===== src/hdl/smbus_slave_pkg.sv =====
/*
 * Shared constants for the slave write decoder: register numbers,
 * command codes, reset control values and frame layout.
 * Assumes a single 200 MHz clock domain.
 */
`default_nettype none

package smbus_slave_pkg;

    // ------------------------------------------------------------
    // Slave register numbers
    // ------------------------------------------------------------
    localparam logic [7:0] REG_COMMAND  = 8'h00;
    localparam logic [7:0] REG_MSG_LOW  = 8'h04;
    localparam logic [7:0] REG_MSG_HIGH = 8'h05;

    // ------------------------------------------------------------
    // Address and frame layout
    // ------------------------------------------------------------
    localparam logic [6:0] SLAVE_ADDR_DEFAULT = 7'h44;
    localparam logic       WRITE_BIT          = 1'b0;
    localparam logic [2:0] LAST_BIT           = 3'h7;

    // ------------------------------------------------------------
    // Command codes
    // ------------------------------------------------------------
    localparam logic [7:0] CMD_WAKE_SMI    = 8'h01;
    localparam logic [7:0] CMD_POWERDOWN   = 8'h02;
    localparam logic [7:0] CMD_RESET_WARM  = 8'h03;
    localparam logic [7:0] CMD_RESET_COLD  = 8'h04;
    localparam logic [7:0] CMD_MSG_DISABLE = 8'h05;
    localparam logic [7:0] CMD_WATCHDOG_RELOAD_COMMAND   = 8'h06;

    // ------------------------------------------------------------
    // Reset control bits 3:1
    // ------------------------------------------------------------
    localparam logic [2:0] RESET_BITS_WARM  = 3'h3;
    localparam logic [2:0] RESET_BITS_COLD  = 3'h7;
    localparam logic [2:0] RESET_BITS_RESET = 3'h0;

    typedef enum logic [1:0] {mgmt_on, mgmt_gated, mgmt_off} mgmt_power_t;

endpackage

`default_nettype wire


===== src/hdl/slave_cmd_if.sv =====
/*
 * Carries one decoded command byte from the bus front end to the
 * command executor. Assumes both ends share mclk.
 */
`default_nettype none

interface slave_cmd_if;
    logic       cmd_valid;
    logic [7:0] cmd_code;
    modport source (output cmd_valid, output cmd_code);
    modport sink   (input cmd_valid, input cmd_code);
endinterface

`default_nettype wire


===== src/hdl/slave_command_executor.sv =====
/*
 * Executes command bytes written to slave register 0.
 * Assumes power state inputs are synchronous to mclk.
 */
`default_nettype none

module slave_command_executor (
    input  wire logic                         mclk,
    input  wire logic                         rst,
    slave_cmd_if.sink                         cmd_bus,
    input  wire logic                         resume_well_reset_n,
    input  wire logic                         system_in_s0,
    input  wire smbus_slave_pkg::mgmt_power_t mgmt_power,
    input  wire logic                         graceful_sleep_entry,
    input  wire logic                         smbus_wake_status_clear,
    input  wire logic                         power_button_override_status_clear,
    output logic                              smbus_wake_status,
    output logic                              power_button_override_status,
    output logic                              wake_request,
    output logic                              system_management_interrupt_n,
    output logic                              powerdown_request,
    output logic                              reset_control_write,
    output logic [2:0]                        reset_control_bits,
    output logic                              message_send_enable,
    output logic                              watchdog_reload_command
);

    function automatic logic hit(input logic v, input logic [7:0] c, input logic [7:0] want);
        return v && (c == want);
    endfunction

    // ------------------------------------------------------------
    // Command decode
    // ------------------------------------------------------------
    wire do_wake  = hit(cmd_bus.cmd_valid, cmd_bus.cmd_code, smbus_slave_pkg::CMD_WAKE_SMI);
    wire do_pdown = hit(cmd_bus.cmd_valid, cmd_bus.cmd_code, smbus_slave_pkg::CMD_POWERDOWN);
    wire do_warm  = hit(cmd_bus.cmd_valid, cmd_bus.cmd_code, smbus_slave_pkg::CMD_RESET_WARM);
    wire do_cold  = hit(cmd_bus.cmd_valid, cmd_bus.cmd_code, smbus_slave_pkg::CMD_RESET_COLD);
    wire do_msg   = hit(cmd_bus.cmd_valid, cmd_bus.cmd_code, smbus_slave_pkg::CMD_MSG_DISABLE);
    wire do_wd    = hit(cmd_bus.cmd_valid, cmd_bus.cmd_code, smbus_slave_pkg::CMD_WATCHDOG_RELOAD_COMMAND); // RULE19
    wire warm_ok  = do_warm & system_in_s0; // RULE12
    wire cold_ok  = do_cold & (system_in_s0 | (mgmt_power != smbus_slave_pkg::mgmt_off)
                    | graceful_sleep_entry); // RULE15

    // ------------------------------------------------------------
    // Actions
    // ------------------------------------------------------------
    always_ff @(posedge mclk)
    begin
        if (rst)
        begin
            wake_request                  <= 1'b0;
            system_management_interrupt_n <= 1'b1;
            powerdown_request             <= 1'b0;
            reset_control_write           <= 1'b0;
            reset_control_bits            <= smbus_slave_pkg::RESET_BITS_RESET;
            watchdog_reload_command       <= 1'b0;
        end
        else
        begin
            wake_request                  <= do_wake & ~system_in_s0; // RULE7
            system_management_interrupt_n <= ~(do_wake & system_in_s0); // RULE7
            powerdown_request             <= do_pdown; // RULE9
            reset_control_write           <= warm_ok | cold_ok; // RULE10
            if (warm_ok)
                reset_control_bits <= smbus_slave_pkg::RESET_BITS_WARM; // RULE11
            else if (cold_ok)
                reset_control_bits <= smbus_slave_pkg::RESET_BITS_COLD; // RULE13 RULE14
            watchdog_reload_command       <= do_wd; // RULE18
        end
    end

    // Sticky status: a new event wins over a clear in the same cycle
    always_ff @(posedge mclk)
    begin
        if (rst)
        begin
            smbus_wake_status            <= 1'b0;
            power_button_override_status <= 1'b0;
        end
        else
        begin
            if (do_wake)
                smbus_wake_status <= 1'b1; // RULE8
            else if (smbus_wake_status_clear)
                smbus_wake_status <= 1'b0;
            if (do_pdown)
                power_button_override_status <= 1'b1; // RULE9
            else if (power_button_override_status_clear)
                power_button_override_status <= 1'b0;
        end
    end

    // Only the resume-well reset re-enables messages
    always_ff @(posedge mclk)
    begin
        if (!resume_well_reset_n)
            message_send_enable <= 1'b1; // RULE17
        else if (do_msg)
            message_send_enable <= 1'b0; // RULE16
    end

    // ------------------------------------------------------------
    // Checks
    // ------------------------------------------------------------
    property p_wake_awake;
        @(posedge mclk) disable iff (rst)
        do_wake && system_in_s0 |=> !system_management_interrupt_n && !wake_request && smbus_wake_status;
    endproperty
    a_wake_awake: assert property (p_wake_awake) else $error("wake command while awake gave no SMI"); // RULE7

    property p_wake_asleep;
        @(posedge mclk) disable iff (rst)
        do_wake && !system_in_s0 |=> wake_request && system_management_interrupt_n && smbus_wake_status;
    endproperty
    a_wake_asleep: assert property (p_wake_asleep) else $error("wake command while asleep gave no wake"); // RULE8

    property p_warm_dropped;
        @(posedge mclk) disable iff (rst)
        do_warm && !system_in_s0 |=> !reset_control_write;
    endproperty
    a_warm_dropped: assert property (p_warm_dropped) else $error("warm reset taken outside S0"); // RULE12

    property p_warm_value;
        @(posedge mclk) disable iff (rst)
        warm_ok |=> reset_control_write && reset_control_bits == smbus_slave_pkg::RESET_BITS_WARM;
    endproperty
    a_warm_value: assert property (p_warm_value) else $error("warm reset bits wrong"); // RULE11

    property p_cold_gate;
        @(posedge mclk) disable iff (rst)
        do_cold && !system_in_s0 && mgmt_power == smbus_slave_pkg::mgmt_off && !graceful_sleep_entry
        |=> !reset_control_write;
    endproperty
    a_cold_gate: assert property (p_cold_gate) else $error("cold reset taken without graceful entry"); // RULE15

    property p_msg_off;
        @(posedge mclk) disable iff (rst)
        do_msg && resume_well_reset_n ##1 resume_well_reset_n [*2] |-> !message_send_enable;
    endproperty
    a_msg_off: assert property (p_msg_off) else $error("messages re-enabled without resume reset"); // RULE16

endmodule

`default_nettype wire


===== src/hdl/smbus_slave_write_decoder.sv =====
/*
 * SMBus slave byte-write front end with its register file:
 * address match, acknowledge, command and message byte registers.
 * Assumes smb_clk_in and smb_data_in are already synchronous to
 * mclk and sampled well above the bus bit rate.
 */
`default_nettype none

// Function
// RULE1: Byte write is command byte then data
// RULE2: Decode at programmable address, default preset
// RULE3: Register 0 takes command codes
// RULE4: Registers 4 and 5 hold message bytes
// RULE5: Master waits for processor read first
// RULE6: Write and read race is unprotected
// RULE7: Code 1 wakes asleep, SMI when awake
// RULE8: Code 1 always sets wake status
// RULE9: Code 2 sets override status, powers down
// RULE10: Code 3 hard reset without power cycle
// RULE11: Code 3 equals reset bits 2:1 set
// RULE12: Code 3 dropped outside S0
// RULE13: Code 4 hard reset with power cycle
// RULE14: Code 4 equals reset bits 3:1 set
// RULE15: Code 4 gated by management power state
// RULE16: Code 5 stops heartbeat and event messages
// RULE17: Only resume reset re-enables messages
// RULE18: Code 6 reloads the watchdog
// RULE19: Codes 0, 7, undefined do nothing
// RULE20: Reserved registers accept writes, no effect
module smbus_slave_write_decoder (
    input  wire logic                         mclk,
    input  wire logic                         rst,
    input  wire logic                         resume_well_reset_n,
    input  wire logic                         smb_clk_in,
    input  wire logic                         smb_data_in,
    output logic                              smb_data_out,
    output logic                              smb_data_oe_n,
    input  wire logic                         slave_address_write,
    input  wire logic [6:0]                   slave_address_value,
    output logic [6:0]                        receive_slave_address,
    output logic [7:0]                        message_byte_low,
    output logic [7:0]                        message_byte_high,
    input  wire logic                         system_in_s0,
    input  wire smbus_slave_pkg::mgmt_power_t mgmt_power,
    input  wire logic                         graceful_sleep_entry,
    input  wire logic                         smbus_wake_status_clear,
    input  wire logic                         power_button_override_status_clear,
    output logic                              smbus_wake_status,
    output logic                              power_button_override_status,
    output logic                              wake_request,
    output logic                              system_management_interrupt_n,
    output logic                              powerdown_request,
    output logic                              reset_control_write,
    output logic [2:0]                        reset_control_bits,
    output logic                              message_send_enable,
    output logic                              watchdog_reload_command
);

    typedef enum logic [2:0] {st_idle, st_addr, st_cmd, st_data, st_done} frame_state_t;

    frame_state_t state;
    logic         scl_q;
    logic         sda_q;
    logic [2:0]   bit_count;
    logic [7:0]   shift;
    logic         ack_due;
    logic         ack_drive;
    logic [7:0]   reg_index;
    logic         write_strobe;
    logic [7:0]   write_data;

    slave_cmd_if cmd_bus ();

    // ------------------------------------------------------------
    // Bus condition detection
    // ------------------------------------------------------------
    always_ff @(posedge mclk)
    begin
        if (rst)
        begin
            scl_q <= 1'b1;
            sda_q <= 1'b1;
        end
        else
        begin
            scl_q <= smb_clk_in;
            sda_q <= smb_data_in;
        end
    end

    wire       scl_rise   = smb_clk_in & ~scl_q;
    wire       scl_fall   = ~smb_clk_in & scl_q;
    wire       start_cond = smb_clk_in & scl_q & sda_q & ~smb_data_in;
    wire       stop_cond  = smb_clk_in & scl_q & ~sda_q & smb_data_in;
    wire       in_byte    = (state == st_addr) || (state == st_cmd) || (state == st_data);
    wire       bit_take   = scl_rise & ~ack_drive & in_byte;
    wire       byte_end   = bit_take & (bit_count == smbus_slave_pkg::LAST_BIT);
    wire [7:0] next_shift = {shift[6:0], smb_data_in};
    wire       addr_hit   = (next_shift[7:1] == receive_slave_address)
                            && (next_shift[0] == smbus_slave_pkg::WRITE_BIT); // RULE2

    // ------------------------------------------------------------
    // Frame sequencing
    // ------------------------------------------------------------
    always_ff @(posedge mclk)
    begin
        if (rst || stop_cond)
            state <= st_idle;
        else if (start_cond)
            state <= st_addr;
        else if (byte_end && state == st_addr && !addr_hit)
            state <= st_done; // RULE2
        else if (scl_fall && ack_drive)
        begin
            case (state)
                st_addr: state <= st_cmd; // RULE1
                st_cmd:  state <= st_data;
                default: state <= st_done;
            endcase
        end
    end

    always_ff @(posedge mclk)
    begin
        if (rst || start_cond)
            bit_count <= 3'h0;
        else if (bit_take)
            bit_count <= bit_count + 3'h1;
    end

    always_ff @(posedge mclk)
    begin
        if (rst)
            shift <= 8'h00;
        else if (bit_take)
            shift <= next_shift;
    end

    // ------------------------------------------------------------
    // Acknowledge drive, low from the falling edge after a byte
    // ------------------------------------------------------------
    always_ff @(posedge mclk)
    begin
        if (rst || start_cond || stop_cond)
            ack_due <= 1'b0;
        else if (byte_end && (state != st_addr || addr_hit))
            ack_due <= 1'b1;
        else if (scl_fall)
            ack_due <= 1'b0;
    end

    always_ff @(posedge mclk)
    begin
        if (rst || start_cond || stop_cond)
            ack_drive <= 1'b0;
        else if (scl_fall)
            ack_drive <= ack_due;
    end

    assign smb_data_out  = 1'b0;
    assign smb_data_oe_n = ~ack_drive;

    // ------------------------------------------------------------
    // Register write capture
    // ------------------------------------------------------------
    always_ff @(posedge mclk)
    begin
        if (rst)
            reg_index <= smbus_slave_pkg::REG_COMMAND;
        else if (byte_end && state == st_cmd)
            reg_index <= next_shift; // RULE1
    end

    always_ff @(posedge mclk)
    begin
        if (rst)
        begin
            write_strobe <= 1'b0;
            write_data   <= 8'h00;
        end
        else
        begin
            write_strobe <= byte_end && state == st_data;
            if (byte_end && state == st_data)
                write_data <= next_shift;
        end
    end

    wire wr_command = write_strobe && reg_index == smbus_slave_pkg::REG_COMMAND; // RULE3
    wire wr_low     = write_strobe && reg_index == smbus_slave_pkg::REG_MSG_LOW;
    wire wr_high    = write_strobe && reg_index == smbus_slave_pkg::REG_MSG_HIGH; // RULE20

    // Newest byte always overwrites; a processor read in the same cycle
    // may see either value
    always_ff @(posedge mclk)
    begin
        if (rst)
        begin
            message_byte_low  <= 8'h00;
            message_byte_high <= 8'h00;
        end
        else
        begin
            if (wr_low)
                message_byte_low <= write_data; // RULE4 RULE6
            if (wr_high)
                message_byte_high <= write_data; // RULE4
        end
    end

    always_ff @(posedge mclk)
    begin
        if (rst)
            receive_slave_address <= smbus_slave_pkg::SLAVE_ADDR_DEFAULT; // RULE2
        else if (slave_address_write)
            receive_slave_address <= slave_address_value;
    end

    assign cmd_bus.cmd_valid = wr_command; // RULE3
    assign cmd_bus.cmd_code  = write_data;

    // ------------------------------------------------------------
    // Command execution
    // ------------------------------------------------------------
    slave_command_executor u_exec (
        .mclk                               (mclk),
        .rst                                (rst),
        .cmd_bus                            (cmd_bus),
        .resume_well_reset_n                (resume_well_reset_n),
        .system_in_s0                       (system_in_s0),
        .mgmt_power                         (mgmt_power),
        .graceful_sleep_entry               (graceful_sleep_entry),
        .smbus_wake_status_clear            (smbus_wake_status_clear),
        .power_button_override_status_clear (power_button_override_status_clear),
        .smbus_wake_status                  (smbus_wake_status),
        .power_button_override_status       (power_button_override_status),
        .wake_request                       (wake_request),
        .system_management_interrupt_n      (system_management_interrupt_n),
        .powerdown_request                  (powerdown_request),
        .reset_control_write                (reset_control_write),
        .reset_control_bits                 (reset_control_bits),
        .message_send_enable                (message_send_enable),
        .watchdog_reload_command            (watchdog_reload_command)
    );

    // ------------------------------------------------------------
    // Checks
    // ------------------------------------------------------------
    property p_addr_miss;
        @(posedge mclk) disable iff (rst)
        byte_end && state == st_addr && !addr_hit |=> state == st_done && !ack_due;
    endproperty
    a_addr_miss: assert property (p_addr_miss) else $error("foreign address was accepted"); // RULE2

    property p_addr_ack;
        @(posedge mclk) disable iff (rst)
        ack_due && scl_fall && !start_cond && !stop_cond |=> !smb_data_oe_n;
    endproperty
    a_addr_ack: assert property (p_addr_ack) else $error("acknowledge not driven"); // RULE1

    property p_index;
        @(posedge mclk) disable iff (rst)
        byte_end && state == st_cmd |=> reg_index == $past(next_shift);
    endproperty
    a_index: assert property (p_index) else $error("command byte not held as index"); // RULE1

    property p_command;
        @(posedge mclk) disable iff (rst)
        byte_end && state == st_data && reg_index == smbus_slave_pkg::REG_COMMAND
        |=> cmd_bus.cmd_valid && cmd_bus.cmd_code == $past(next_shift);
    endproperty
    a_command: assert property (p_command) else $error("command byte not issued"); // RULE3

    property p_msg_low;
        @(posedge mclk) disable iff (rst)
        wr_low |=> message_byte_low == $past(write_data) && $stable(message_byte_high);
    endproperty
    a_msg_low: assert property (p_msg_low) else $error("low message byte not stored"); // RULE4

    property p_msg_high;
        @(posedge mclk) disable iff (rst)
        wr_high |=> message_byte_high == $past(write_data) && $stable(message_byte_low);
    endproperty
    a_msg_high: assert property (p_msg_high) else $error("high message byte not stored"); // RULE4

    property p_reserved;
        @(posedge mclk) disable iff (rst)
        write_strobe && !wr_command && !wr_low && !wr_high
        |-> !cmd_bus.cmd_valid ##1 $stable(message_byte_low) && $stable(message_byte_high);
    endproperty
    a_reserved: assert property (p_reserved) else $error("reserved register changed state"); // RULE20

    property p_idle_codes;
        @(posedge mclk) disable iff (rst)
        cmd_bus.cmd_valid && (cmd_bus.cmd_code == 8'h00 || cmd_bus.cmd_code > 8'h06)
        |=> !wake_request && system_management_interrupt_n && !powerdown_request
            && !reset_control_write && !watchdog_reload_command;
    endproperty
    a_idle_codes: assert property (p_idle_codes) else $error("undefined code caused an action"); // RULE19

    property p_reload;
        @(posedge mclk) disable iff (rst)
        cmd_bus.cmd_valid && cmd_bus.cmd_code == smbus_slave_pkg::CMD_WATCHDOG_RELOAD_COMMAND
        |=> watchdog_reload_command ##1 !watchdog_reload_command;
    endproperty
    a_reload: assert property (p_reload) else $error("watchdog reload not pulsed"); // RULE18

    property p_pdown;
        @(posedge mclk) disable iff (rst)
        cmd_bus.cmd_valid && cmd_bus.cmd_code == smbus_slave_pkg::CMD_POWERDOWN
        |=> powerdown_request && power_button_override_status;
    endproperty
    a_pdown: assert property (p_pdown) else $error("powerdown command not honoured"); // RULE9

    property p_single_write;
        @(posedge mclk) disable iff (rst)
        write_strobe |=> !write_strobe [*8];
    endproperty
    a_single_write: assert property (p_single_write) else $error("data byte strobed twice"); // RULE1

endmodule

`default_nettype wire


===== config.mk =====
export PLATFORM = sky130hd
export DESIGN_NAME = smbus_slave_write_decoder
export DESIGN_NICKNAME = d
export VERILOG_FILES = /design/src/hdl/smbus_slave_pkg.sv /design/src/hdl/slave_cmd_if.sv /design/src/hdl/slave_command_executor.sv /design/src/hdl/smbus_slave_write_decoder.sv
export SDC_FILE = /design/constraint.sdc
export NUM_CORES = 1
export LEC_CHECK = 0
export BUFFER_PORTS_ARGS = -buffer_cell sky130_fd_sc_hd__buf_4
export CORE_ASPECT_RATIO = 1.4
export CORE_MARGIN = 2
export CORE_UTILIZATION = 43
export DETAILED_ROUTE_END_ITERATION = 6
export PLACE_DENSITY_LB_ADDON = 0.25
export SETUP_SLACK_MARGIN = 0.5
export SLEW_MARGIN = 0
export SYNTH_ARGS = -nofsm -noshare
export SYNTH_HDL_FRONTEND = slang
export SYNTH_SLANG_ARGS = --single-unit

===== constraint.sdc =====
create_clock -name mclk -period 2.15 [get_ports mclk]
set_input_delay 0.43 -clock mclk [delete_from_list [all_inputs] [get_ports mclk]]
set_output_delay 0.43 -clock mclk [all_outputs]
set_load 0.01 [all_outputs]

# [Word level (Yosys, flattened, before mapping)]
# Index checks and enable logic that the tools add are counted.
[totals] register_bits=68 latch_bits=0 ram_bits=0 rom_bits=0 in_bits=19 out_inout_bits=36 elab_cells=110 memories=0
[op_classes] add_sub_neg=1 mul=0 div=0 n_lt_le_gt_ge=0 eq_ne=15 shifts=0 mux=12 n_bitwise=24 n_reduce_logical=33
[ops] op="== test 8 x 3 -> 1 bit (second input constant)" count=5
[ops] op="== test 8 x 2 -> 1 bit (second input constant)" count=2
[ops] op="logical AND 1 bit" count=16
[ops] op="bitwise AND 1 bit" count=14
[ops] op="nonzero test 2 bit" count=5
[ops] op="== test 8 x 1 -> 1 bit (second input constant)" count=1
[ops] op="logical NOT 8 bit" count=1
[ops] op="== test 7 bit" count=1
[ops] op="2-to-1 mux 1 bit" count=7
[ops] op="inverter 1 bit" count=7
[ops] op="== test 3 x 2 -> 1 bit (second input constant)" count=2
[ops] op="logical OR 1 bit" count=6
[ops] op="2-to-1 mux 3 bit" count=2
[ops] op="case mux 3 bit (2 select lines)" count=1
[ops] op="2-to-1 mux 2 bit" count=2
[ops] op="OR reduction 2 bit" count=2
[ops] op="adder 3 x 1 -> 3 bit (second input constant)" count=1
[ops] op="== test 3 x 1 -> 1 bit (second input constant)" count=1
[ops] op="== test 3 bit (second input constant)" count=1
[ops] op="inequality test 3 x 1 -> 1 bit (second input constant)" count=1
[ops] op="bitwise OR 1 bit" count=3
[ops] op="nonzero test 3 bit" count=1
[ops] op="OR reduction 3 bit" count=1
[ops] op="inequality test 2 bit (second input constant)" count=1
[ops] op="logical NOT 1 bit" count=1

# [Logic depth before layout (Yosys ltp)]
# Gate-level depths: netlist (run 1).
[logic_depth] ltp_word=9 mapped_depth=6 mapped_depth_nobuf=5

# [Cells and area by module]
# A second synthesis (run 1) with hierarchy kept.
[unflattened] hier_cells=273 area_unflattened_um2=2732.6
[by_module_without_submodules] module="smbus_slave_write_decoder" n_inst=1 cells_per_inst=231 area_per_inst_um2=2336.0 seq_area_each_um2=1141.1
[by_module_without_submodules] module="slave_command_executor" n_inst=1 cells_per_inst=42 area_per_inst_um2=396.6 seq_area_each_um2=200.2

# [Worst setup path before layout (run 1)]
# No wires, ideal clock.
[synth_path] path_kind="input to register" startpoint="input smb_clk_in" endpoint="register write_data[0], in the netlist cmd_bus.cmd_code[0]" arrival_ns=1.588 required_ns=2.022 slack_ns=0.435 stages=5 path_buffers=1 path_cell_list="buf_2 nor4b_4 nand4_1 mux2i_1 nor2_1"
[synth_between] elab_chain_cells=5
[synth_lines] item="from (decl)" line="smbus_slave_write_decoder.sv:34" rtl="input wire logic smb_clk_in,"
[synth_lines] item="bitwise AND 1 bit" line="smbus_slave_write_decoder.sv:91" rtl="wire scl_rise = smb_clk_in & ~scl_q;"
[synth_lines] item="bitwise AND 1 bit (2 in a row)" line="smbus_slave_write_decoder.sv:96" rtl="wire bit_take = scl_rise & ~ack_drive & in_byte;"
[synth_lines] item="bitwise AND 1 bit" line="smbus_slave_write_decoder.sv:97" rtl="wire byte_end = bit_take & (bit_count == smbus_slave_pkg::LAST_BIT);"
[synth_lines] item="logical AND 1 bit" line="smbus_slave_write_decoder.sv:184" rtl="if (byte_end && state == st_data)"
[synth_lines] item="to (signal assigned)" line="smbus_slave_write_decoder.sv:185" rtl="write_data <= next_shift;"
[synth_lines] item="to (decl)" line="smbus_slave_write_decoder.sv:70" rtl="logic [7:0] write_data;"
# No other way between the ends.
# A chain may end at the register's enable or synchronous reset.

# [Final worst setup path (run 1)]
[layout_path] startpoint="register reg_index[7]" endpoint="register u_exec.reset_control_bits[2]"
[layout_between] elab_chain_cells=5 word_cells_on_any_way=7 classes_between="bitwise (2); reduce/logical (5)"
[layout_lines] item="from (decl)" line="smbus_slave_write_decoder.sv:68" rtl="logic [7:0] reg_index;"
[layout_lines] item="from (signal assigned)" line="smbus_slave_write_decoder.sv:169" rtl="reg_index <= smbus_slave_pkg::REG_COMMAND;"
[layout_lines] item="from (signal assigned)" line="smbus_slave_write_decoder.sv:171" rtl="reg_index <= next_shift;"
[layout_lines] item="logical NOT 8 bit *" line="smbus_slave_write_decoder.sv:189" rtl="wire wr_command = write_strobe && reg_index == smbus_slave_pkg::REG_COMMAND;"
[layout_lines] item="logical AND 1 bit *" line="smbus_slave_write_decoder.sv:189"
[layout_lines] item="logical AND 1 bit" line="slave_command_executor.sv:29" rtl="return v && (c == want);"
[layout_lines] item="bitwise AND 1 bit" line="slave_command_executor.sv:41" rtl="wire warm_ok = do_warm & system_in_s0;"
[layout_lines] item="OR reduction 2 bit (no source line)"
[layout_lines] item="to (signal assigned)" line="slave_command_executor.sv:56" rtl="reset_control_bits <= smbus_slave_pkg::RESET_BITS_RESET;"
[layout_lines] item="to (signal assigned)" line="slave_command_executor.sv:66" rtl="reset_control_bits <= smbus_slave_pkg::RESET_BITS_WARM;"
[layout_lines] item="to (signal assigned)" line="slave_command_executor.sv:68" rtl="reset_control_bits <= smbus_slave_pkg::RESET_BITS_COLD;"
[layout_lines] item="to (decl)" line="slave_command_executor.sv:23" rtl="output logic [2:0] reset_control_bits,"
# Every way passes the cells marked *; elsewhere a longest branch is shown, timed or not.

==> results of run 1 <==
-- synthesized netlist by cell type (3+ instances only) --
| cell | number |
|---|---|
| dfxtp_1 | 67 |
| nor2b_1 | 6 |
| nand3b_1 | 4 |
| nor3_1 | 5 |
| nor2_1 | 52 |
| nand4_1 | 5 |
| nand2_1 | 5 |
| inv_1 | 7 |
| nor4_1 | 3 |
| xor2_1 | 9 |
| nand3_1 | 3 |
| clkbuf_1 | 11 |
| or2_2 | 3 |
| mux2i_1 | 47 |
| a21oi_1 | 4 |
-- cell type report --
type / instances / area (um2) / area share
Multi-Input combinational cell: 180 / 1330 / 0.387
Sequential cell: 67 / 1340 / 0.390
Timing Repair Buffer: 60 / 450 / 0.131
Inverter: 7 / 26.3 / 0.00763
Clock inverter: 6 / 65.1 / 0.0189
Tap cell: 72 / 90.1 / 0.0262
Clock buffer: 10 / 138 / 0.0400
-- cells in the final DEF, fill, tap and decap left out, types with 2 or more instances in the layout --
cell        Yosys  routed
nor4b_4         2       2
nor4_4          0       2
a2bb2oi_1       2       2
nand2b_1        2       2
clkbuf_8        0      10
nand3_1         3       3
a31oi_1         2       2
mux2i_1        47      47
nor4_1          3       2
nand2_1         5       5
ha_1            2       2
xor2_1          9       9
o21bai_1        2       2
nand4_1         5       5
nor2_1         52      52
nor3_1          5       5
buf_4           2      60
inv_1           7       7
or2_2           3       3
nor2b_1         6       6
a211o_1         2       2
clkinvlp_4      0       4
dfxtp_1        67      66
a21oi_1         4       4
nand3b_1        4       4
-- per-stage QoR --
step | cells | util
finish | 402 | 0.558
floorplan | 270 | -
global route | 402 | 0.558
global placement | 382 | 0.513
CTS | 399 | 0.552
detailed placement | 382 | 0.513
-- worst max-delay path, cell delays in order (launching register included) --
cell      delay [ns]
dfxtp_2         0.34
nor4b_4         0.34
nand4_1         0.16
or4_4           0.53
a211oi_2        0.22
-- layer usage --
metal | GRT usage | part of all wire | wire [um] | up-vias
met4 | 0.0943 | 0.027 | 149 | 0
met1 | 0.188 | 0.43 | 2410 | 975
li1 | - | - | - | 1044
met5 | 0 | 0 | 0 | -
met2 | 0.275 | 0.50 | 2790 | 49
met3 | 0.0372 | 0.040 | 225 | 13
-- power breakdown --
part           total [mW]  switching (mW)  internal (mW)
combinational       0.121          0.0604         0.0604
sequential           1.27          0.0173           1.25
clock                1.05           0.481          0.564
total                2.44           0.559           1.88
-- state kept, by name (all words and copies together), names as in the netlist --
| register | count |
|---|---|
| ack_drive | 1 |
| u_exec.wake_request | 1 |
| cmd_bus.cmd_code | 8 |
| reg_index | 8 |
| u_exec.reset_control_write | 1 |
| shift | 7 |
| u_exec.powerdown_request | 1 |
| u_exec.watchdog_reload_command | 1 |
| receive_slave_address | 7 |
| ack_due | 1 |
| u_exec.power_button_override_status | 1 |
| state | 3 |
| u_exec.system_management_interrupt_n | 1 |
| u_exec.reset_control_bits | 2 |
| write_strobe | 1 |
| u_exec.smbus_wake_status | 1 |
| message_byte_high | 8 |
| sda_q | 1 |
| bit_count | 3 |
| message_byte_low | 8 |
| u_exec.message_send_enable | 1 |
| scl_q | 1 |
-- path summary, 6_finish.rpt --
kind         slack, ns                          from                      endpoint  cells after the start
max               0.48                  reg_index[7]  u_exec.reset_control_bits[2]                      4
min               0.26           resume_well_reset_n    u_exec.message_send_enable                      2
max reg2reg       0.48                  reg_index[7]  u_exec.reset_control_bits[2]                      4
min reg2reg       0.47  u_exec.reset_control_bits[2]  u_exec.reset_control_bits[2]                      2
-- timing repair --
item                       CTS  global route
setup buffers                1             3
hold endpoints to repair     0             0
setup endpoints to repair   19            28
pin swaps                    1             6
resized for setup            4             3
-- cell families after synthesis --
logic type,count (synthesis),share of synthesized area
and+or+nand+nor,97,0.191
adders and majority gates,2,0.00919
xor gates and xnor gates,9,0.0290
muxes,47,0.173
DFF,67,0.493
AOI/OAI and AO/OA,24,0.0689
buffers and inverters,23,0.0354
other,1,0.00138
==> results.tsv, run 1 <==
metric	value	unit
Place WS	0.375	ns
IO Port Bufs	53	
CP Capture Type	register	
Synth Register Bits	67	
worst min path class	input pin to register	
CP Max Fanout	4	
Row Count	34	
Post-Syn Instances	270	
initial antenna violation count	0	
Max Clock Freq	600	MHz
peak supply drop	0.388	mV
total chip power	2.44	mW
die area	6990	um2
1st-pass router iterations	4	
antenna cells	0	
ANT nets after route	0	
P&R area growth vs syn	26.5	%
Slew Limit Fails	0	
CP arrival	1.93	ns
yosys warns	0	
CTS sink cnt	67	
Area contributors post-synth	dfxtp_1 (49%), mux2i_1 (17%), nor2_1 (7.2%)	
Synth cell types	42	
CTS clk-pin slew, worst paths	0.07	ns
DR vias/cell	5.18	
insertion delay to the later sink of the worst-skew pair	0.34	ns
setup violators final	0	
Initial Util	0.441	
CTS buffer count	9	
H-tree depth	3	
Ports	55	
Hold Violations, Final	0	
Setup TNS	0	ns
first-pass GRT wire length	8980	um
Die Wd	71.3	um
GRT Util Overall	0.164	
post-synth top area share	0.493	
hold_buf cts	0	
Core ar.	6170	um2
largest net degree at the start of global routing	63	
setup ws final	0.484	ns
crit path launch type	register	
Period minus WS final	1.67	ns
GRT overflow	0	
WP data required	2.41	ns
routability cong.	0.776	
RSZ-0062 raised after global routing	yes	
Synth Net Count	291	
clock root buffer master	clkbuf_8	
worst slew pin tran	0.616	ns
Remaining DRCs	0	
wire length per cell	13.9	um
Final HPWL DP	3860	um
Final Cell Area	3440	um2
static leakage	1.70	nW
CTS tree	done	
asr flop ratio synth	0	
max cap viols	0	
via count	2081	
Avg Cell Area, Syn	10.1	um2
FILL cells	579	
status	completed	
fin crit share	0.775	
nets	346	
PD cells	707	nW/um2
share of layout cells above drive strength 1	0.273	
Fin Hold WS	0.255	ns
Die Ht	98.2	um
cell area after synthesis	2720	um2
ys flop type	dfxtp_1	
routed wire length	5570	um
sequential share of the synthesized area	0.493	
Bufs on Longest Clock Path	2	
vias in the first global route	1931	
cell taking the most area after synthesis	dfxtp_1	
kind of critical path	register to register	
Post-synth EDFFs	0	
DR iter-0 viols	68	
DP Area	3160	um2
Slew HR	0.589	
Setup Skew	0.00746	ns
Power figures use the tool's default switching activity.
==> run 2: changes to the inputs <==
ABC_AREA = 1   (was not set)
clock period = 1.5 ns   (was 2.15 ns; I/O delays follow)
==> run 2 against run 1 <==
Routed wire length is 24% higher. Critical path depth is 3 higher. Flip-flop and latch count stayed put. Cell area is 26% higher. Clock skew is 0.0022 ns higher. Sequential share of layout area is 6.2 points lower. Clock-buffer cell count is 2 higher. Non-clock buffer count is 22 higher.
==> results.tsv, run 2 <==
metric	value	unit
hold_buf cts	0	
H-tree depth	3	
Row Count	34	
Max Clock Freq	761	MHz
Post-Syn Instances	361	
end of the critical path	cmd_bus.cmd_code[0]	
final core utilization	0.697	
reg2reg setup slack	0.19	ns
total chip power	3.63	mW
Placed Cells	480	
setup violators final	0	
asr flop ratio synth	0	
worst flop-to-flop path startpoint	bit_count[1]	
Synth cell types	35	
Fin Hold WS	0.110	ns
vias in the first global route	2521	
most frequent cell after synthesis	dfxtp_1	
most common cell after layout, fill and taps aside	nand2_1	
crit path launch type	register	
1st-pass router iterations	4	
slowest library cell on the worst path	dfxtp_2	
Post-synth EDFFs	0	
first-pass GRT wire length	11600	um
antenna cells	0	
Core ar.	6210	um2
initial antenna violation count	0	
clock root buffer master	clkbuf_8	
post-synth top area share	0.484	
PD cells	838	nW/um2
P&R area growth vs syn	56.1	%
P_sw	0.854	mW
WP data required	1.73	ns
Bufs on Longest Clock Path	2	
Hold Violations, Final	0	
cell area after synthesis	2770	um2
Final HPWL DP	4320	um
GRT overflow	0	
Initial Util	0.447	
CP Max Fanout	16	
R2R Path End	cmd_bus.cmd_code[0]	
CP top delay family	flip-flops	
WP depth	7	
static leakage	1.84	nW
yosys warns	0	
via count	2623	
commonest non-fill, non-tap cells in the layout	nand2_1 (46), buf_6 (45), dfxtp_2 (44), inv_1 (36), buf_4 (35)	
insertion delay to the later sink of the worst-skew pair	0.34	ns
Place WS	-0.000487	ns
P_int	2.77	mW
Synth Register Bits	67	
share of layout cells above drive strength 1	0.588	
setup ws final	0.185	ns
Period minus WS final	1.31	ns
routability cong.	0.800	
Crit. Startpoint	bit_count[1]	
wire length per cell	13.3	um
cells along the critical path	ha_4, ha_4, nand3_4, inv_4, nand2_8, o21ai_2, a21oi_2	
nets	465	
largest net degree at the start of global routing	45	
Die Ht	99.0	um
FILL cells	473	
ys flop type	dfxtp_1	
IO Port Bufs	53	
Ports	55	
Top cell by count, worst path	ha_4	
Remaining DRCs	0	
kind of critical path	register to register	
DR iter-0 viols	101	
CTS sink cnt	67	
RSZ-0062 raised after global routing	yes	
Avg Cell Area, Syn	7.68	um2
GRT Util Overall	0.208	
final std cells w/o fill	521	
DR vias/cell	5.03	
max cap viols	0	
status	completed	
CP arrival	1.55	ns
Clk pwr share	0.424	
Net Sw Frac	0.235	
fin crit share	0.877	
Die Wd	71.9	um
CTS buffer count	9	
die area	7120	um2
Slew Limit Fails	0	
ANT nets after route	0	
Area contributors post-synth	dfxtp_1 (48%), a21oi_1 (9.0%), o21ai_0 (7.9%)	
cell taking the most area after synthesis	dfxtp_1	
power share of the combinational group	0.075	
CTS clk-pin slew, worst paths	0.07	ns
Setup Skew	0.00966	ns
worst min path class	input pin to register	
depth of the worst register-to-register path	7	
routed wire length	6930	um
Synth Net Count	382	
Worst path max stage delay	0.35	ns
sequential share of the synthesized area	0.484	
CTS tree	done	
peak supply drop	0.517	mV
CP Capture Type	register	
Sequential Power Share	0.501	
Bufs and invs on worst path	1	
Synth top cells by count	dfxtp_1 (67), nand2_1 (55), inv_1 (52), a21oi_1 (50), o21ai_0 (44)	
[run 2: worst register-to-register path, cell delays in order (launching register included)]
cell     delay, ns
dfxtp_2       0.35
ha_4          0.15
ha_4          0.14
nand3_4       0.13
inv_4         0.12
nand2_8       0.11
o21ai_2       0.19
a21oi_2       0.04
[run 2: area by class of cell]
class / instances / area (um2) / area share
clock buffers: 12 / 155 / 0.0358
clock inverters: 4 / 48.8 / 0.0113
inverters: 54 / 218 / 0.0503
multi-input cells: 230 / 1590 / 0.367
flip-flops and latches: 67 / 1420 / 0.328
well taps: 72 / 90.1 / 0.0208
repair buffers: 82 / 810 / 0.187
[run 2: per-layer routing]
layer / routed length, um / vias to the layer above / track usage
met5: 0 / - / 0
met2: 3740 / 49 / 0.359
met1: 2840 / 1228 / 0.244
li1: - / 1337 / -
met4: 110 / 0 / 0.0697
met3: 243 / 9 / 0.0593
[run 2: how the worst min path moves through the flow]
stage                     cells after the start  slack (ns)                         end                       start
after floorplan                               1        0.37  u_exec.message_send_enable         resume_well_reset_n
after global placement                        2        0.43  u_exec.message_send_enable  u_exec.message_send_enable
after detailed placement                      2        0.44        message_byte_high[7]        message_byte_high[7]
after CTS                                     2        0.10  u_exec.message_send_enable         resume_well_reset_n
after global routing                          2        0.10  u_exec.message_send_enable         resume_well_reset_n
final                                         2        0.11  u_exec.message_send_enable         resume_well_reset_n
[run 2: cell families (layout without fill, tap and decap cells)]
logic type | Yosys count | in the layout | share of synthesized area
AOI/OAI and AO/OA | 103 | 103 | 0.192
adders and majority gates | 2 | 2 | 0.00902
buffers and inverters | 66 | 152 | 0.103
DFF | 67 | 67 | 0.484
other | 1 | 1 | 0.00135
and+or+nand+nor | 122 | 124 | 0.211
[run 2: timing repair]
action                     4_1_cts  5_1_grt
setup buffers                   22        1
setup endpoints to repair       93       94
pin swaps                       27       11
gates resized for setup        163       28
gates cloned                     2        0
[run 2: power by group through the flow]
stage          Clock (mW)  Combinational [mW]  Sequential, mW
5_1_grt              1.65               0.302            1.82
3_5_place_dp            0               0.219            1.86
4_1_cts              1.56               0.257            1.82
6_report             1.54               0.273            1.82
2_1_floorplan           0               0.127            1.86
3_3_place_gp            0               0.215            1.86
[run 2: per-stage QoR]
step                 TNS [ns]  area (um2)
floorplan                   0        2930
global placement            0        3400
detailed placement  -0.000487        3400
CTS                         0        4240
global route                0        4330
finish                      0        4330
==> run 3: changes to the inputs <==
CTS_BUF_LIST = sky130_fd_sc_hd__clkbuf_2   (was not set)
==> run 3 against run 2 <==
Sequential share of layout area fell by 1.4 points. Hold slack got worse by 0.067 ns. Cell area rose by 4.6%. Sequential power barely moved. Flip-flop and latch count did not move.
==> results.tsv, run 3 (same netlist as run 2, synthesis figures left out) <==
metric	value	unit
Remaining DRCs	0	
H-tree depth	3	
CTS clk-pin slew, worst paths	0.19	ns
Multi-input gate area	1610	um2
worst flop-to-flop path startpoint	scl_q	
cells along the critical path	nor3_4, nand3_4, nor2_4, clkbuf_16, o21ai_1, a21oi_2	
Ports	55	
CTS tree	done	
routability cong.	0.800	
total chip power	3.17	mW
Worst path max stage delay	0.39	ns
crit path launch type	register	
Slew Limit Fails	0	
peak supply drop	0.522	mV
Initial Util	0.447	
flip-flop and latch area	1420	um2
CTS sink cnt	67	
RSZ-0062 raised after global routing	yes	
routed wire length	7330	um
Max Clock Freq	731	MHz
CP Max Fanout	5	
Row Count	34	
end of the critical path	reg_index[4]	
Die Ht	99.0	um
FILL cells	444	
fin crit share	0.911	
IO Port Bufs	53	
first-pass GRT wire length	12100	um
CP arrival	1.84	ns
P&R area growth vs syn	63.3	%
GRT Util Overall	0.213	
Final HPWL DP	4320	um
static leakage	1.93	nW
worst min path class	input pin to register	
setup violators final	0	
kind of critical path	register to register	
Period minus WS final	1.37	ns
PD cells	701	nW/um2
DR iter-0 viols	110	
largest net degree at the start of global routing	45	
depth of the worst register-to-register path	6	
nets	490	
final core utilization	0.729	
DR vias/cell	5.10	
CP Capture Type	register	
antenna cells	0	
reg2reg setup slack	0.13	ns
Placed Cells	480	
WP data required	1.97	ns
GRT overflow	0	
share of layout cells above drive strength 1	0.599	
wire length per cell	13.4	um
Crit. Startpoint	scl_q	
CTS buffer count	9	
insertion delay to the later sink of the worst-skew pair	0.52	ns
Core ar.	6210	um2
vias in the first global route	2666	
via count	2786	
1st-pass router iterations	4	
ANT nets after route	0	
Bufs on Longest Clock Path	2	
commonest non-fill, non-tap cells in the layout	nand2_1 (48), buf_4 (47), dfxtp_2 (46), buf_6 (43), inv_1 (36)	
Setup Skew	0.0320	ns
die area	7120	um2
final std cells w/o fill	546	
R2R Path End	reg_index[4]	
status	completed	
Die Wd	71.9	um
initial antenna violation count	0	
clock root buffer master	clkbuf_2	
Hold Violations, Final	0	
slowest library cell on the worst path	dfxtp_4	
most common cell after layout, fill and taps aside	nand2_1	
max cap viols	0	
## run 3: area by class of cell
type	instances	area share
clock buffers	10	0.0110
repair buffers	107	0.238
well taps	72	0.0199
inverters	54	0.0500
multi-input cells	230	0.355
flip-flops and latches	67	0.314
clock inverters	6	0.0124
## run 3: worst min path at each step
stage,from,endpoint,slack [ns],cells past startpoint
floorplan,resume_well_reset_n,u_exec.message_send_enable,0.37,1
global placement,u_exec.message_send_enable,u_exec.message_send_enable,0.43,2
detailed placement,message_byte_high[7],message_byte_high[7],0.44,2
CTS,rst,u_exec.reset_control_write,0.02,2
global route,smb_clk_in,scl_q,0.02,3
finish,smb_clk_in,scl_q,0.04,3
## run 3: metrics by stage
stage / instance area, um2 / TNS [ns] / worst slack [ns] / hold slack [ns]
finish: 4530 / 0 / 0.133 / 0.0430
global route: 4530 / 0 / 0.0571 / 0.0173
CTS: 4350 / 0 / 0.131 / 0.0152
detailed placement: 3400 / -0.000487 / -0.000487 / 0.436
global placement: 3400 / 0 / 0.0341 / 0.434
floorplan: 2930 / 0 / 0.259 / 0.369
## run 3: timing repair
action,in CTS,in global routing
cloned,2,1
hold buffers,8,2
endpoints found under the hold margin,8,2
buffers inserted,28,9
pin swaps,38,12
resized for setup,174,26
setup endpoints to repair,93,94
## run 3: per-layer routing
layer | global-route usage | routed length [um] | vias up
met5 | 0 | 0 | -
met4 | 0.0740 | 89 | 0
met3 | 0.0521 | 272 | 9
met2 | 0.372 | 4030 | 61
met1 | 0.251 | 2940 | 1311
li1 | - | - | 1405
## run 3: power by group
group / switching, mW / internal [mW]
Combinational: 0.158 / 0.155
Sequential: 0.0197 / 1.80
Clock: 0.666 / 0.379
Total: 0.843 / 2.33
## run 3: worst max-delay path: cells and delay by family, from the launching register on
family / cells / cell delay [ns]
simple gates: 3 / 0.61
flops: 1 / 0.39
buf+inv: 1 / 0.18
compound gates: 2 / 0.17
